## src/hdl/ilo_pkg.sv

```systemverilog
/*
  Constants for the indexed literal offset operand decoder.
  Assumes a 16-bit instruction word and 12-bit data addresses.
*/
package ilo_pkg;
  localparam int unsigned ILO_ADDR_W = 12;
  localparam logic [7:0] ILO_OFS_MAX = 8'h5F;
  localparam logic [5:0] ILO_ADD_OPC = 6'h09;
  localparam logic [3:0] ILO_BSF_OPC = 4'h8;
  localparam logic [9:0] ILO_SUBR_OPC = 10'h3A7;
  localparam logic [3:0] ILO_BANK_RST = 4'h0;
  localparam logic [ILO_ADDR_W-1:0] ILO_PTR_RST = 12'h000;
  localparam logic [7:0] ILO_ACC_RST = 8'h00;
  localparam logic [7:0] ILO_ACCESS_SPLIT = 8'h60;
  localparam logic [3:0] ILO_HIGH_BANK = 4'hF;
  localparam int unsigned ILO_FLG_N = 4;
  localparam int unsigned ILO_FLG_OV = 3;
  localparam int unsigned ILO_FLG_Z = 2;
  localparam int unsigned ILO_FLG_DC = 1;
  localparam int unsigned ILO_FLG_C = 0;
  typedef enum logic [1:0] {ILO_QDEC, ILO_QRD, ILO_QPROC, ILO_QWR} ilo_qphase_t;
  typedef enum logic [1:0] {ILO_OP_NONE, ILO_OP_ADD, ILO_OP_BSF, ILO_OP_SUBR} ilo_op_t;
endpackage : ilo_pkg

```

## src/hdl/ilo_addr_gen.sv

```systemverilog
/*
  Operand address generator: indexed or literal effective address.
  Assumes pointer and bank values are stable for the instruction.
*/
`timescale 1ns/1ps
`default_nettype none
module ilo_addr_gen
  import ilo_pkg::*;
(
  input wire logic extEn, // Extension enabled
  input wire logic accessSel, // Bank select bit of opcode
  input wire logic [7:0] fileField, // File register field
  input wire logic [3:0] bankSel, // Bank select register
  input wire logic [ILO_ADDR_W-1:0] ptr2, // Indirect pointer 2
  output logic [ILO_ADDR_W-1:0] effAddr, // Effective data address
  output logic indexed // Indexed form in use
);
  always_comb begin
    // Only fields up to the limit
    indexed = extEn && !accessSel && (fileField <= ILO_OFS_MAX);
    if (indexed) begin
      effAddr = ptr2 + {{(ILO_ADDR_W-8){1'b0}}, fileField};
    end else if (accessSel) begin
      effAddr = {bankSel, fileField};
    end else if (fileField < ILO_ACCESS_SPLIT) begin
      effAddr = {4'h0, fileField};
    end else begin
      effAddr = {ILO_HIGH_BANK, fileField};
    end
  end
endmodule : ilo_addr_gen
`default_nettype wire

```

## src/hdl/ilo_decode.sv

```systemverilog
/*
  Indexed literal offset decoder and executor for add, bit set and
  subtract-and-return. Assumes one instruction per four clock phases,
  data memory read data valid in the process phase.
*/
`timescale 1ns/1ps
`default_nettype none
module ilo_decode
  import ilo_pkg::*;
(
  input wire logic sys_clk, // Core clock
  input wire logic rst, // Synchronous reset
  input wire logic clkEn, // Clock enable
  input wire logic extSetEnable, // Extended set configuration bit
  input wire logic instrValid, // Instruction word present
  input wire logic [15:0] instr, // Instruction word
  input wire logic [3:0] bankSelReg, // Bank select register
  input wire logic [7:0] memRdData, // Data memory read data
  input wire logic [20:0] topOfStack, // Top-of-stack value
  output logic instrReady, // Ready for next instruction
  output logic [ILO_ADDR_W-1:0] memAddr, // Data memory address
  output logic memWrEn, // Data memory write strobe
  output logic [7:0] memWrData, // Data memory write data
  output logic [7:0] workAcc, // Working accumulator
  output logic [4:0] statusFlags, // N OV Z DC C
  output logic [ILO_ADDR_W-1:0] indPtr2, // Indirect pointer 2
  output logic pcLoad, // Program counter load pulse
  output logic [20:0] pcValue // Program counter load value
);
  typedef struct packed {
    ilo_qphase_t phase;
    ilo_op_t op;
    logic nopCycle;
    logic destFile;
    logic [2:0] bitNum;
    logic [7:0] offs;
    logic [ILO_ADDR_W-1:0] addr;
    logic [7:0] result;
    logic wr;
    logic [7:0] acc;
    logic [4:0] flags;
    logic [ILO_ADDR_W-1:0] ptr;
    logic pcLd;
    logic [20:0] pc;
    logic extLatched;
    logic rdy;
  } ilo_state_t;

  ilo_state_t cur_ff, nxt_ff;
  logic [ILO_ADDR_W-1:0] genAddr;
  logic genIndexed;
  logic [8:0] sum;
  logic [4:0] lowSum;
  logic [7:0] sum7;

  // Indexed only with bank bit clear
  ilo_addr_gen uAddr (
    .extEn(cur_ff.extLatched),
    .accessSel(instr[8]),
    .fileField(instr[7:0]),
    .bankSel(bankSelReg),
    .ptr2(cur_ff.ptr),
    .effAddr(genAddr),
    .indexed(genIndexed)
  );

  function automatic ilo_op_t decodeOp(input logic [15:0] w, input logic idx);
    if (w[15:6] == ILO_SUBR_OPC)
      return ILO_OP_SUBR;
    else if (idx && w[15:10] == ILO_ADD_OPC && !w[8])
      return ILO_OP_ADD;
    else if (idx && w[15:12] == ILO_BSF_OPC && !w[8])
      return ILO_OP_BSF;
    return ILO_OP_NONE;
  endfunction : decodeOp

  always_comb begin
    nxt_ff = cur_ff;
    nxt_ff.wr = 1'b0;
    nxt_ff.pcLd = 1'b0;
    sum = {1'b0, cur_ff.acc} + {1'b0, memRdData};
    lowSum = {1'b0, cur_ff.acc[3:0]} + {1'b0, memRdData[3:0]};
    sum7 = {1'b0, cur_ff.acc[6:0]} + {1'b0, memRdData[6:0]};
    nxt_ff.extLatched = extSetEnable;
    case (cur_ff.phase)
      ILO_QDEC: begin
        if (cur_ff.nopCycle) begin
          nxt_ff.nopCycle = 1'b0;
          nxt_ff.phase = ILO_QRD;
          nxt_ff.op = ILO_OP_NONE;
        end else if (instrValid) begin
          nxt_ff.op = cur_ff.extLatched ? decodeOp(instr, genIndexed) : ILO_OP_NONE;
          nxt_ff.destFile = instr[9];
          nxt_ff.bitNum = instr[11:9];
          nxt_ff.phase = ILO_QRD;
        end
      end
      ILO_QRD: begin
        nxt_ff.offs = instr[7:0];
        // Zero pointer maps to access RAM
        nxt_ff.addr = genAddr;
        nxt_ff.phase = ILO_QPROC;
      end
      ILO_QPROC: begin
        nxt_ff.phase = ILO_QWR;
        case (cur_ff.op)
          ILO_OP_ADD: begin
            nxt_ff.result = sum[7:0];
            nxt_ff.flags[ILO_FLG_C] = sum[8];
            nxt_ff.flags[ILO_FLG_DC] = lowSum[4];
            nxt_ff.flags[ILO_FLG_Z] = (sum[7:0] == 8'h00);
            nxt_ff.flags[ILO_FLG_N] = sum[7];
            nxt_ff.flags[ILO_FLG_OV] = sum7[7] ^ sum[8];
          end
          ILO_OP_BSF: begin
            nxt_ff.result = memRdData | (8'h01 << cur_ff.bitNum);
          end
          ILO_OP_SUBR: begin
            nxt_ff.ptr = cur_ff.ptr - {{(ILO_ADDR_W-6){1'b0}}, cur_ff.offs[5:0]};
          end
          default: begin
            nxt_ff.result = cur_ff.result;
          end
        endcase
      end
      ILO_QWR: begin
        nxt_ff.phase = ILO_QDEC;
        case (cur_ff.op)
          ILO_OP_ADD: begin
            if (cur_ff.destFile)
              nxt_ff.wr = 1'b1;
            else
              nxt_ff.acc = cur_ff.result;
          end
          ILO_OP_BSF: nxt_ff.wr = 1'b1;
          ILO_OP_SUBR: begin
            nxt_ff.pcLd = 1'b1;
            nxt_ff.pc = topOfStack;
            nxt_ff.nopCycle = 1'b1;
          end
          default: nxt_ff.wr = 1'b0;
        endcase
      end
      default: nxt_ff.phase = ILO_QDEC;
    endcase
    // Registered so the ready output comes from a flop
    nxt_ff.rdy = (nxt_ff.phase == ILO_QDEC) && !nxt_ff.nopCycle;
  end

  always_ff @(posedge sys_clk) begin
    if (rst) begin
      cur_ff <= '{phase: ILO_QDEC, op: ILO_OP_NONE, nopCycle: 1'b0, destFile: 1'b0,
                  bitNum: 3'h0, offs: 8'h00, addr: ILO_PTR_RST, result: 8'h00, wr: 1'b0,
                  acc: ILO_ACC_RST, flags: 5'h00, ptr: ILO_PTR_RST, pcLd: 1'b0,
                  pc: 21'h000000, extLatched: 1'b0, rdy: 1'b1};
    end else if (clkEn) begin
      cur_ff <= nxt_ff;
    end
  end

  assign instrReady = cur_ff.rdy;
  assign memAddr = cur_ff.addr;
  assign memWrEn = cur_ff.wr;
  assign memWrData = cur_ff.result;
  assign workAcc = cur_ff.acc;
  assign statusFlags = cur_ff.flags;
  assign indPtr2 = cur_ff.ptr;
  assign pcLoad = cur_ff.pcLd;
  assign pcValue = cur_ff.pc;

  // Write strobe only after an add to file or a bit set
  chk_write_cause: assert property (@(posedge sys_clk) disable iff (rst)
    $rose(memWrEn) |-> $past(cur_ff.op) inside {ILO_OP_ADD, ILO_OP_BSF})
    else $error("Write without add or bit set");
  chk_bsf_noflags: assert property (@(posedge sys_clk) disable iff (rst)
    (clkEn && cur_ff.op == ILO_OP_BSF) |=> $stable(statusFlags))
    else $error("Bit set changed flags");
  chk_ret_nop: assert property (@(posedge sys_clk) disable iff (rst)
    (clkEn && pcLoad) |-> (cur_ff.nopCycle && !instrReady))
    else $error("Return without idle cycle");
  chk_ext_off: assert property (@(posedge sys_clk) disable iff (rst)
    (!cur_ff.extLatched && cur_ff.phase == ILO_QDEC && clkEn && instrValid) |=> cur_ff.op == ILO_OP_NONE)
    else $error("Extended op while disabled");
  chk_zero_ptr: assert property (@(posedge sys_clk) disable iff (rst)
    (clkEn && cur_ff.phase == ILO_QRD && genIndexed && cur_ff.ptr == 12'h000)
      |=> memAddr == {4'h0, $past(instr[7:0])})
    else $error("Zero pointer not access RAM");
  chk_idx_limit: assert property (@(posedge sys_clk) disable iff (rst)
    (clkEn && cur_ff.phase == ILO_QRD && !instr[8] && instr[7:0] > ILO_OFS_MAX)
      |=> memAddr == {ILO_HIGH_BANK, $past(instr[7:0])})
    else $error("High field not literal access bank");
  chk_idx_add: assert property (@(posedge sys_clk) disable iff (rst)
    (clkEn && cur_ff.phase == ILO_QRD && genIndexed)
      |=> memAddr == $past(cur_ff.ptr) + {4'h0, $past(instr[7:0])})
    else $error("Bad indexed address");
  chk_phase_seq: assert property (@(posedge sys_clk) disable iff (rst)
    (clkEn && cur_ff.phase == ILO_QRD) |=> cur_ff.phase == ILO_QPROC)
    else $error("Phase order broken");
  chk_add_dest: assert property (@(posedge sys_clk) disable iff (rst)
    (clkEn && cur_ff.phase == ILO_QWR && cur_ff.op == ILO_OP_ADD) |=> memWrEn == $past(cur_ff.destFile))
    else $error("Add destination select broken");
endmodule : ilo_decode
`default_nettype wire

```

## config.mk

```make
export PLATFORM = sky130hd
export DESIGN_NAME = ilo_decode
export DESIGN_NICKNAME = d
export VERILOG_FILES = /design/src/hdl/ilo_pkg.sv /design/src/hdl/ilo_addr_gen.sv /design/src/hdl/ilo_decode.sv
export SDC_FILE = /design/constraint.sdc
export NUM_CORES = 1
export LEC_CHECK = 0
export BUFFER_PORTS_ARGS = -buffer_cell sky130_fd_sc_hd__buf_2
export CORE_ASPECT_RATIO = 0.8
export CORE_MARGIN = 2
export CORE_UTILIZATION = 30
export CTS_BUF_LIST = sky130_fd_sc_hd__clkbuf_4 sky130_fd_sc_hd__clkbuf_8
export CTS_CLUSTER_DIAMETER = 50
export DETAILED_ROUTE_END_ITERATION = 12
export GPL_ROUTABILITY_DRIVEN = 0
export PLACE_DENSITY_LB_ADDON = 0.1
export SYNTH_ARGS = -nofsm -noshare
export SYNTH_HDL_FRONTEND = slang
export SYNTH_SLANG_ARGS = --single-unit
```

## constraint.sdc

```tcl
create_clock -name sys_clk -period 3.8 [get_ports sys_clk]
set_input_delay 0 -clock sys_clk [delete_from_list [all_inputs] [get_ports sys_clk]]
set_output_delay 0 -clock sys_clk [all_outputs]
set_load 0.05 [all_outputs]
```

Yosys cells after proc, flatten, opt, wreduce, memory -nomap -nowiden
Cells that the tools add are included.
{"block": "totals", "register_bits": 85, "in_bits": 54, "out_inout_bits": 69, "wordCells": 86}
{"block": "classes", "add_sub_neg": 5, "order_cmp": 2, "eq_ne": 9, "shifts": 1, "n_mux": 27, "bitwise_logic": 4, "reduce_logical": 22}
{"operator": "22-bit two-way mux", "count": 2}
{"operator": "12-bit two-way mux", "count": 3}
{"operator": "8-bit two-way mux", "count": 2}
{"operator": "8-bit case mux with 2 select lines", "count": 1}
{"operator": "3-bit AND reduction", "count": 5}
{"operator": "12-bit by 8-bit adder with 12-bit output", "count": 1}
{"operator": "12-bit by 6-bit subtractor with 12-bit output", "count": 1}
{"operator": "10-bit == test (second input constant)", "count": 1}
{"operator": "2-bit two-way mux", "count": 5}
{"operator": "8-bit by 8-bit adder with 9-bit output", "count": 1}
{"operator": "9-bit two-way mux", "count": 1}
{"operator": "7-bit by 7-bit adder with 8-bit output", "count": 1}
{"operator": "2-bit == test (second input constant)", "count": 4}
{"operator": "8-bit by 7-bit less-or-equal comparator with 1-bit output (second input constant)", "count": 1}
{"operator": "8-bit logical NOT", "count": 1}
{"operator": "8-bit by 7-bit less-than comparator with 1-bit output (second input constant)", "count": 1}
{"operator": "1-bit two-way mux", "count": 8}
{"operator": "4-bit two-way mux", "count": 2}
{"operator": "8-bit OR", "count": 1}
{"operator": "2-bit case mux with 4 select lines", "count": 1}
{"operator": "4-bit AND reduction", "count": 2}
{"operator": "1-bit by 3-bit left shift with 8-bit output (first input constant)", "count": 1}
{"operator": "1-bit logical AND", "count": 7}
{"operator": "6-bit by 4-bit == test with 1-bit output (second input constant)", "count": 1}
{"operator": "other kinds (10)", "count": 16}

Logic depth before layout (Yosys ltp)
Gate-level depths: netlist of the first run.
{"block": "depth", "word_depth": 18, "depth_mapped": 9, "depth_no_buf": 9}

By module
From an unflattened synthesis of the first run, not the netlist that was laid out.
{"block": "hier_totals", "cells_unflattened": 658, "area_unflattened_um2": 5121.2}
{"module": "ilo_decode", "n_inst": 1, "cells_each": 567, "area_per_inst_um2": 4493.1, "seq_area_each_um2": 1681.6}
{"module": "ilo_addr_gen", "n_inst": 1, "cells_each": 91, "area_per_inst_um2": 628.1, "seq_area_each_um2": 0.0}

Least setup slack after synthesis of the first run
OpenSTA, ideal clock, no wires.
{"block": "synth_timing", "path_type": "flip-flop to flip-flop", "startpoint": "register cur_ff[85] (netlist name)", "endpoint": "register cur_ff (netlist bit indPtr2[11])", "setup_ps": 70, "arrival_time_ps": 2167, "required_ps": 3730, "path_slack_ps": 1562, "stages_incl_launch_ff": 9, "n_path_buf": 0, "synth_period_minus_slack_ps": 2238, "cell_sequence": "dfxtp_1 -> inv_1 -> ha_1 -> nand3_4 -> or4_4 -> or3_1 -> or2_0 -> or3_1 -> a21oi_1"}
{"block": "synth_via", "elab_chain_cells": 2}
{"item": "start: declaration", "line_no": "ilo_decode.sv:49", "source": "ilo_state_t cur_ff, nxt_ff;"}
{"item": "start signal: assignment", "line_no": "ilo_decode.sv:152", "source": "cur_ff <= '{phase: ILO_QDEC, op: ILO_OP_NONE, nopCycle: 1'b0, destFile: 1'b0,"}
{"item": "start signal: assignment", "line_no": "ilo_decode.sv:157", "source": "cur_ff <= nxt_ff;"}
{"item": "2-bit == test", "line_no": "ilo_decode.sv:85", "source": "case (cur_ff.phase)"}
{"item": "3-bit AND reduction (no line)"}
No other way between the ends.
A chain may end at the register's enable or synchronous reset.

Final worst setup path of the first run
Ends and elaborated chain as after synthesis.

==> results of run 1 <==
==> per-layer routing <==
metal | wire [um] | vias to the layer above
li1 | - | 2297
met1 | 6887 | 2102
met2 | 6021 | 102
met3 | 703 | 10
met4 | 163 | 0
met5 | 0 | -
==> synth_stat cells, types with 3 or more instances <==
cell type / count
nor2b_1: 4
inv_1: 27
a311oi_1: 4
or2_2: 3
buf_4: 66
clkbuf_1: 30
nand2b_1: 3
dfxtp_1: 84
xnor2_1: 7
o21ai_0: 21
a31oi_1: 8
a21o_1: 7
or3_1: 6
a21oi_1: 80
mux2i_1: 4
ha_1: 30
o211ai_1: 6
nand3_1: 13
xor2_1: 6
fa_1: 3
nor3_1: 11
nor2_1: 41
o31ai_1: 3
nand3b_1: 5
a211oi_1: 12
nand4_1: 5
o41ai_1: 4
nand2_1: 114
==> sequential cells by signal, summed over array words and instances (netlist names) <==
register,count
statusFlags,5
workAcc,8
pcLoad,1
instrReady,1
indPtr2,12
memWrData,8
memAddr,12
memWrEn,1
cur_ff,15
pcValue,21
==> final cells by class <==
class | count | area, um^2
timing repair buffer | 163 | 1013
clock buffer | 12 | 152.6
fill | 1749 | 10510
inverter | 27 | 101.3
clock inverter | 4 | 72.57
tap | 220 | 275.3
sequential | 84 | 1682
multi-input combinational | 434 | 2591
==> power breakdown <==
part	internal, mW	switching, mW
registers	0.898	0.0142
clock network	0.402	0.349
logic	0.107	0.168
==> kinds of logic (layout without fill, tap and decap cells) <==
group	Yosys count	count (layout)
buffers and inverters	124	206
AND/OR/NAND/NOR	225	225
flip-flops	84	84
adder cells (fa/ha/maj)	33	33
XOR/XNOR	13	13
AO/OA/AOI/OAI	157	157
multiplexers	6	6
==> worst min-delay path: stages <==
cell,delay (ps)
buf_2,110
inv_1,50
a31oi_1,70
o21ai_0,80
a21oi_1,60
==> final timing paths <==
| check | from | endpoint | slack, ps | cells past startpoint |
|---|---|---|---|---|
| hold reg to reg | memAddr[2] | memAddr[2] | 450 | 2 |
| hold / removal | memRdData[4] | memWrData[4] | 30 | 5 |
| setup / recovery | cur_ff[85] | indPtr2[11] | 1300 | 8 |
| setup reg to reg | cur_ff[85] | indPtr2[11] | 1300 | 8 |
==> reports/results.tsv, run 1 <==
stage	metric	value	unit
status	status	finished, final reports clean	
synth	synth_area_leaders	dfxtp_1 (34%), buf_4 (9.9%), nand2_1 (8.6%), a21oi_1 (8.0%), ha_1 (7.5%)	
pwr	p_leak	2.469	nW
floorplanning	fp.dieW	148.2	um
synth	yosys.area_share.adder	8.731	%
synth	synth_top_cell_by_area	dfxtp_1	
layout	layout-drive-gt1-share	21.41	%
synth	synth_top_area_share	33.72	%
synth	synth_flop_cell	dfxtp_1	
setup_path	path_delay_family	simple AND/OR/NAND/NOR gates	
synth	synth_enable_flop_cells	0	
place	dpl_worst_slack	1311	ps
setup_path	path_buf_inv	1	
clocking	cts_root_buf	clkbuf_8	
synth	yosysUniqueCellTypes	56	
synth	synth_xor_area_share	2.283	%
run	cap_violations	0	
layout	final_nets	806	
place	port_buffers	122	
detailed_routing	drt_iter0_drc	226	
floorplanning	dieArea	0.01768	mm^2
worst_hold_path	hp-class	input port to flop	
pwr	power	1.938	mW
timing	tightest_slew	867.4	ps
global_route	grt_max_degree	47	
synth	synth_area	0.004987	mm^2
floorplanning	row_count	42	
global_route	overflow	0	
place	placed_area	0.005283	mm^2
synth	yosys_warnings	0	
floorplanning	core	0.01640	mm^2
clocking	tritoncts	built	
floorplanning	initial_core_util	30.42	%
place	post-dp-hpwl	9916	um
layout	layout_commonest_cell	buf_2	
layout	design_area	0.005888	mm^2
timing	setup-tns-final	0	ps
global_route	gr-usage-met2	24.36	%
setup_path	crit_type	flop to flop	
layout	diodes	0	
timing	min_period_over_period	65.83	%
detailed_routing	antenna_left	0	
timing	min_period	2502	ps
layout	fin_util	35.91	%
clocking	cts_resized	0	
global_route	grt.busiest_layer	met2	
detailed_routing	firstDrtPassIters	4	
setup_path	crit_required	4110	ps
clocking	cts_setup_buffers	0	
synth	ys_ff_latch	84	
place	dp.cells	890	
global_route	first_global_vias	4258	
detailed_routing	post-route-drc-count	0	
timing	skew	8.414	ps
setup_path	cp.arrival	2810	ps
timing	setup_violations	0	
clocking	clock_latency	370	ps
setup_path	crit_fanout	8	
pwr	ir_worst_vdd	0.0001982	V
setup_path	start_kind	flop	
detailed_routing	vias	4511	
detailed_routing	routed_wl	13780	um
floorplanning	num_io_pins	123	
global_route	grt_use_met3	4.406	%
clocking	cts_made_buffers	9	
global_route	grt_antenna_before_repair	0	
pwr	p_per_area	329.1	mW/mm^2
synth	ys_async_sr_fraction	0	%
synth	syn_inst	642	
global_route	grt_util_all_layers	15.65	%
timing	layout_setup_ws	1298	ps
synth	yosysSeqAreaShare	33.72	%
synth	synthMuxAreaShare	1.254	%
setup_path	cp-end-kind	flop	
clocking	hold_buffers	38	
global_route	grt.met1_usage	21.21	%
timing	max_slew_margin	42.01	%
detailed_routing	vias_per_cell	4.779	
clocking	cts_htree_levels	3	
synth	synth_top_family_by_area	simple AND/OR/NAND/NOR gates	
timing	rsz0062_at_grt	no	
layout	final_cell_mix	buf_2 (122), nand2_1 (114), dfxtp_1 (84)	
layout	area_growth	18.06	%
synth	synth_nets	729	
setup_path	cp_cell_sequence	inv_1 > ha_1 > nand3_4 > or4_4 > or3_1 > or2_0 > or3_1 > a21oi_1	
setup_path	slowest_delay	480	ps
timing	hold_viol_final	0	
global_route	grt_pass1_wl	22010	um
synth	synth_simple_gate_area_share	20.95	%
setup_path	crit_slowest_cell	or4_4	
synth	synth_compound_area_share	18.74	%
clocking	clockBufferDepth	2	
timing	slew_viol_final	0	
detailed_routing	detail_route.wl_per_cell	14.59	um
synth	syn_avg_cell_area	7.768	um^2
timing	fmax	399.8	MHz
clocking	clk_pin_slew	90	ps
floorplanning	dieHeight	119.3	um
setup_path	crit_top_cell	or3_1	
clocking	cts.sinks	84	
timing	hold_ws	30.72	ps
layout	stdcell_count	944	
Power figures use the tool's default switching activity.
==> run 2: changes to the inputs <==
- clock period: 3.8 -> 2.1 ns (I/O delays scaled with it)
==> reports/results.tsv, run 2 (synthesis gave the netlist of run 1 again) <==
stage	metric	value	unit	change
status	status	finished, violations left		was finished, final reports clean
status	violations	setup timing		
setup_path	reg2reg_from	cur_ff[85]		unchanged
clocking	cts.sinks	84		unchanged
detailed_routing	vias_per_cell	4.736		was 4.779
clocking	cts_made_buffers	9		unchanged
global_route	first_global_vias	4605		was 4258
pwr	p_per_area	527.1	mW/mm^2	was 329.1 mW/mm^2
place	post-dp-hpwl	10320	um	was 9916 um
global_route	grt_pass1_wl	23030	um	was 22010 um
run	cap_violations	0		unchanged
timing	min_period	2134	ps	was 2502 ps
detailed_routing	antenna_left	0		unchanged
setup_path	cp.arrival	2430	ps	was 2810 ps
clocking	clockBufferDepth	2		unchanged
timing	tightest_slew	541.8	ps	was 867.4 ps
setup_path	r2r_slack	-30	ps	was 1300 ps
detailed_routing	drt_iter0_drc	180		was 226
detailed_routing	routed_wl	14210	um	was 13780 um
clocking	clk_pin_slew	80	ps	was 90 ps
clocking	clock_latency	370	ps	about the same
layout	layout_commonest_cell	buf_2		unchanged
floorplanning	dieArea	0.01768	mm^2	unchanged
detailed_routing	firstDrtPassIters	4		unchanged
timing	rsz0062_at_grt	yes		was no
worst_hold_path	hp-class	input port to flop		unchanged
setup_path	crit_fanout	3		was 8
layout	nFillCells	1727		was 1749
layout	fin_util	39.00	%	was 35.91%
setup_path	cp-endpoint	indPtr2[11]		unchanged
floorplanning	fp.dieW	148.2	um	unchanged
worst_hold_path	hold_start	rst		was memRdData[4]
timing	hold_ws	32.74	ps	was 30.72 ps
floorplanning	initial_core_util	30.42	%	unchanged
timing	fmax	468.7	MHz	was 399.8 MHz
detailed_routing	vias	4684		was 4511
setup_path	crit_type	flop to flop		unchanged
place	port_buffers	122		unchanged
timing	hold_viol_final	0		unchanged
layout	layout-drive-gt1-share	31.86	%	was 21.41%
timing	slew_viol_final	0		unchanged
timing	max_slew_margin	63.88	%	was 42.01%
floorplanning	num_io_pins	123		unchanged
timing	skew	7.285	ps	was 8.414 ps
clocking	cts_htree_levels	3		unchanged
timing	layout_setup_ws	-33.59	ps	was 1298 ps
layout	final_cell_mix	buf_2 (122), nand2_1 (113), dfxtp_1 (77)		was buf_2 (122), nand2_1 (114), dfxtp_1 (84)
timing	min_period_over_period	101.6	%	was 65.83%
setup_path	start_kind	flop		unchanged
clocking	cts_root_buf	clkbuf_8		unchanged
global_route	grt_util_all_layers	16.30	%	was 15.65%
layout	area_growth	28.22	%	was 18.06%
clocking	tritoncts	built		unchanged
detailed_routing	post-route-drc-count	0		unchanged
floorplanning	row_count	42		unchanged
setup_path	cp-end-kind	flop		unchanged
detailed_routing	detail_route.wl_per_cell	14.37	um	was 14.59 um
setup_path	reg2regPathDepth	8		unchanged
pwr	p_leak	2.732	nW	was 2.469 nW
layout	diodes	0		unchanged
layout	largest_reg_flops	21		unchanged
floorplanning	core	0.01640	mm^2	unchanged
timing	setup_violations	1		was 0
floorplanning	dieHeight	119.3	um	unchanged
setup_path	cp-startpoint	cur_ff[85]		unchanged
global_route	grt_antenna_before_repair	0		unchanged
layout	final_nets	853		was 806
setup_path	r2r-end	indPtr2[11]		unchanged
global_route	grt_max_degree	64		was 47
setup_path	crit_required	2400	ps	was 4110 ps
pwr	ir_worst_vdd	0.0002627	V	was 0.0001982 V
global_route	overflow	0		unchanged
## run 2: changes by cell type in the layout (fill, tap and decap cells not counted), moves of 7 or more
cell	delta
dfxtp_1	-7
ha_1	-7
a21oi_2	+7
a21oi_1	-7
o21ai_0	-9
buf_4	+47
## run 2: metal layers
| layer | global-route usage, % | up-vias | wire (um) | part of all wire [%] |
|---|---|---|---|---|
| li1 | - | 2376 | - | - |
| met1 | 21.67 | 2182 | 6906 | 49 |
| met2 | 26.45 | 115 | 6416 | 45 |
| met3 | 3.908 | 11 | 699 | 4.9 |
| met4 | 4.464 | 0 | 188 | 1.3 |
| met5 | 0 | - | 0 | 0 |
## run 2: final cells by class
class | instances | area, um^2 | share of cell area (%)
clock inverters | 3 | 40.04 | 0.6261
repair buffers | 210 | 1378 | 21.54
flip-flops and latches | 84 | 1693 | 26.47
multi-input cells | 434 | 2769 | 43.30
clock buffers | 11 | 138.9 | 2.172
inverters | 27 | 101.3 | 1.585
well taps | 220 | 275.3 | 4.304
## run 2: worst min path at each step
stage | end | slack, ps | depth (start not counted)
floorplan | cur_ff[72] | 140 | 2
global placement | cur_ff[1] | 240 | 3
detailed placement | cur_ff[1] | 250 | 3
CTS | memAddr[10] | 9 | 4
global route | indPtr2[11] | 40 | 2
finish | indPtr2[9] | 30 | 2
## run 2: what timing repair did
item	CTS	global route
setup buffers	2	4
hold endpoints to repair	41	0
pin swaps	5	12
resized for setup	21	32
setup endpoints to repair	12	16
hold buffers	36	0
## run 2: critical path: stages, from the launching register on
cell and delay (ps):
dfxtp_2 330, inv_2 70, ha_4 150, nand3_4 70
or4_4 440, or3_4 340, or2_1 220, or3_1 310
a21oi_1 140
## run 2: stage by stage
step | setup slack (ps) | instance area [um^2] | cells | TNS [ps] | power [mW]
finish | -33.59 | 6395 | 989 | -33.59 | 3.371
CTS | -35.85 | 6259 | 985 | -37.08 | 3.428
global placement | -134.0 | 5645 | 933 | -882.1 | 2.181
detailed placement | -182.3 | 5645 | 933 | -1255 | 2.185
global route | -106.1 | 6395 | 989 | -228.9 | 3.545
floorplan | -28.85 | 5015 | 642 | -28.85 | 2.003
## run 2: where the power goes
group          internal [mW]  switching [mW]  total (mW)
registers               1.62          0.0233        1.65
clock network          0.560           0.590        1.15
logic                  0.242           0.330       0.572
==> run 3: changes to the inputs <==
- SYNTH_HIERARCHICAL: unset -> 1
==> reports/results.tsv, run 3 <==
stage	metric	value	unit	change
status	status	finished, final reports clean		was finished, violations left
floorplanning	core	0.01661	mm^2	was 0.01640 mm^2
detailed_routing	drt_iter0_drc	202		was 180
detailed_routing	antenna_left	0		unchanged
layout	final_cell_mix	nand2_1 (128), buf_2 (121), dfxtp_1 (81)		was buf_2 (122), nand2_1 (113), dfxtp_1 (77)
layout	nFillCells	1777		was 1727
synth	synth_nets	745		was 729
layout	stdcell_count	989		unchanged
floorplanning	dieHeight	120.9	um	was 119.3 um
global_route	grt_util_all_layers	15.83	%	was 16.30%
synth	yosysSeqAreaShare	32.84	%	was 33.72%
clocking	cts_made_buffers	9		unchanged
floorplanning	row_count	42		unchanged
setup_path	crit_required	2410	ps	was 2400 ps
clocking	clock_latency	370	ps	about the same
synth	syn_avg_cell_area	7.783	um^2	was 7.768 um^2
setup_path	cp-end-kind	flop		unchanged
layout	final_nets	851		was 853
floorplanning	num_io_pins	123		unchanged
timing	min_period_over_period	97.93	%	was 101.6%
timing	tightest_slew	461.0	ps	was 541.8 ps
synth	synth_top_cell_by_area	dfxtp_1		unchanged
floorplanning	fp.dieW	150.1	um	was 148.2 um
setup_path	start_kind	flop		unchanged
layout	layout-drive-gt1-share	27.05	%	was 31.86%
clocking	cts_root_buf	clkbuf_8		unchanged
setup_path	crit_fanout	4		was 3
timing	hold_viol_final	0		unchanged
setup_path	crit_type	flop to flop		unchanged
synth	yosys_warnings	6		was 0
setup_path	cp.arrival	2360	ps	was 2430 ps
timing	setup_violations	0		was 1
global_route	first_global_vias	4464		was 4605
pwr	ir_worst_vdd	0.0003117	V	was 0.0002627 V
layout	largest_reg_flops	21		unchanged
synth	syn_inst	658		was 642
detailed_routing	vias	4632		was 4684
detailed_routing	routed_wl	14280	um	was 14210 um
timing	skew	20.51	ps	was 7.285 ps
layout	layout_commonest_cell	nand2_1		was buf_2
place	port_buffers	122		unchanged
synth	synth_area	0.005121	mm^2	was 0.004987 mm^2
setup_path	slowest_delay	360	ps	was 440 ps
global_route	grt_pass1_wl	22690	um	was 23030 um
synth	synth_common_cells	nand2_1 (128), dfxtp_1 (84), a21oi_1 (82)		was nand2_1 (114), dfxtp_1 (84), a21oi_1 (80)
detailed_routing	detail_route.wl_per_cell	14.44	um	was 14.37 um
timing	slew_viol_final	0		unchanged
global_route	grt_antenna_before_repair	1		was 0
synth	synth_flop_cell	dfxtp_1		unchanged
place	dp.cells	940		was 933
global_route	overflow	0		unchanged
setup_path	crit_slowest_cell	dfxtp_4		was or4_4
layout	diodes	0		unchanged
synth	synth_area_leaders	dfxtp_1 (33%), buf_4 (9.7%), nand2_1 (9.4%), a21oi_1 (8.0%), ha_1 (7.3%)		was dfxtp_1 (34%), buf_4 (9.9%), nand2_1 (8.6%), a21oi_1 (8.0%), ha_1 (7.5%)
timing	fmax	486.3	MHz	was 468.7 MHz
pwr	p_per_area	575.6	mW/mm^2	was 527.1 mW/mm^2
detailed_routing	vias_per_cell	4.684		was 4.736
layout	area_growth	23.31	%	was 28.22%
timing	min_period	2057	ps	was 2134 ps
setup_path	cp_cell_sequence	ha_4 > inv_2 > fa_2 > nor2b_2 > o31a_1 > buf_4 > o21a_1 > o21a_1 > o31ai_1 > nand2_1 > a21oi_2		was inv_2 > ha_4 > nand3_4 > or4_4 > or3_4 > or2_1 > or3_1 > a21oi_1
synth	synth_enable_flop_cells	0		unchanged
layout	fin_util	38.03	%	was 39.00%
timing	max_slew_margin	69.26	%	was 63.88%
clocking	cts_htree_levels	3		unchanged
global_route	grt_max_degree	25		was 64
synth	yosysUniqueCellTypes	63		was 56
pwr	p_leak	2.648	nW	was 2.732 nW
clocking	clk_pin_slew	100	ps	was 80 ps
setup_path	crit_top_cell	o21a_1		
clocking	clockBufferDepth	2		unchanged
detailed_routing	post-route-drc-count	0		unchanged
synth	ys_ff_latch	84		unchanged
floorplanning	dieArea	0.01814	mm^2	was 0.01768 mm^2
clocking	cts.sinks	84		unchanged
place	post-dp-hpwl	10610	um	was 10320 um
synth	ys_async_sr_fraction	0	%	unchanged
synth	synth_top_area_share	32.84	%	was 33.72%
run	cap_violations	0		unchanged
timing	rsz0062_at_grt	yes		unchanged
worst_hold_path	hp-class	input port to flop		unchanged
detailed_routing	firstDrtPassIters	4		unchanged
synth	post-synth-top-count-cell	nand2_1		unchanged
floorplanning	initial_core_util	30.84	%	was 30.42%
clocking	tritoncts	built		unchanged
## run 3: final cells by class
type	count	area (um^2)	area share, %
inverter	30	112.6	1.783
sequential	84	1688	26.73
timing repair buffer	187	1181	18.70
clock inverter	4	95.09	1.506
tap	220	275.3	4.359
multi-input combinational	452	2804	44.40
clock buffer	12	158.9	2.516
## run 3: worst max-delay path, delay by kind of cell (launching register included)
| kind | cells | cell delay, ps |
|---|---|---|
| compound gates | 5 | 940 |
| flops | 1 | 360 |
| fa+ha+maj | 2 | 360 |
| buf+inv | 2 | 200 |
| simple gates | 2 | 140 |
## run 3: path summary, 6_finish.rpt
kind / cells past startpoint / start / endpoint / slack (ps)
worst min-delay path: 5 / bankSelReg[0] / memAddr[8] / 60
worst max-delay path: 11 / indPtr2[0] / memAddr[6] / 40
worst min register to register: 2 / memAddr[2] / memAddr[2] / 450
worst max register to register: 11 / indPtr2[0] / memAddr[6] / 40
## run 3: metal layers
metal / vias up / routed length [um] / GRT usage, %
met2: 102 / 6117 / 23.74
li1: 2399 / - / -
met4: 2 / 138 / 4.304
met5: - / 13 / 0
met1: 2114 / 7228 / 22.27
met3: 15 / 783 / 4.361
## run 3: cell families (layout without fill, tap and decap cells)
group / count (synthesis) / after routing / share of synthesized area, %
muxes: 5 / 5 / 1.002
AOI/OAI and AO/OA: 167 / 167 / 20.11
xor gates and xnor gates: 11 / 11 / 1.881
DFF: 84 / 84 / 32.84
buffers and inverters: 122 / 233 / 14.32
adders and majority gates: 33 / 33 / 8.502
and+or+nand+nor: 236 / 236 / 21.35
## run 3: report_power, final
group	switching [mW]	leakage [nW]	internal [mW]
Clock	0.616	0.130	0.868
Combinational	0.299	1.84	0.210
Sequential	0.0238	0.680	1.62
Total	0.938	2.65	2.70
## run 3: repair_timing
action / in CTS / in global routing
buffers inserted: 0 / 3
hold endpoints to repair: 34 / 0
gates resized for setup: 4 / 21
pin swaps: 3 / 11
endpoints found under the setup margin: 5 / 13
hold buffers: 31 / 0
gates cloned: 0 / 0
## run 3: metrics by stage
step	power, mW	instance area [um^2]	setup TNS [ps]	setup slack [ps]	hold WS [ps]
2_1_floorplan	1.980	5121	0	54.56	133.3
3_3_place_gp	2.129	5627	-18.08	-18.08	241.0
3_5_place_dp	2.135	5627	-177.0	-81.07	246.7
4_1_cts	3.695	6197	0	6.961	29.81
5_1_grt	3.825	6315	-96.61	-64.99	60.94
6_report	3.635	6315	0	43.45	56.94
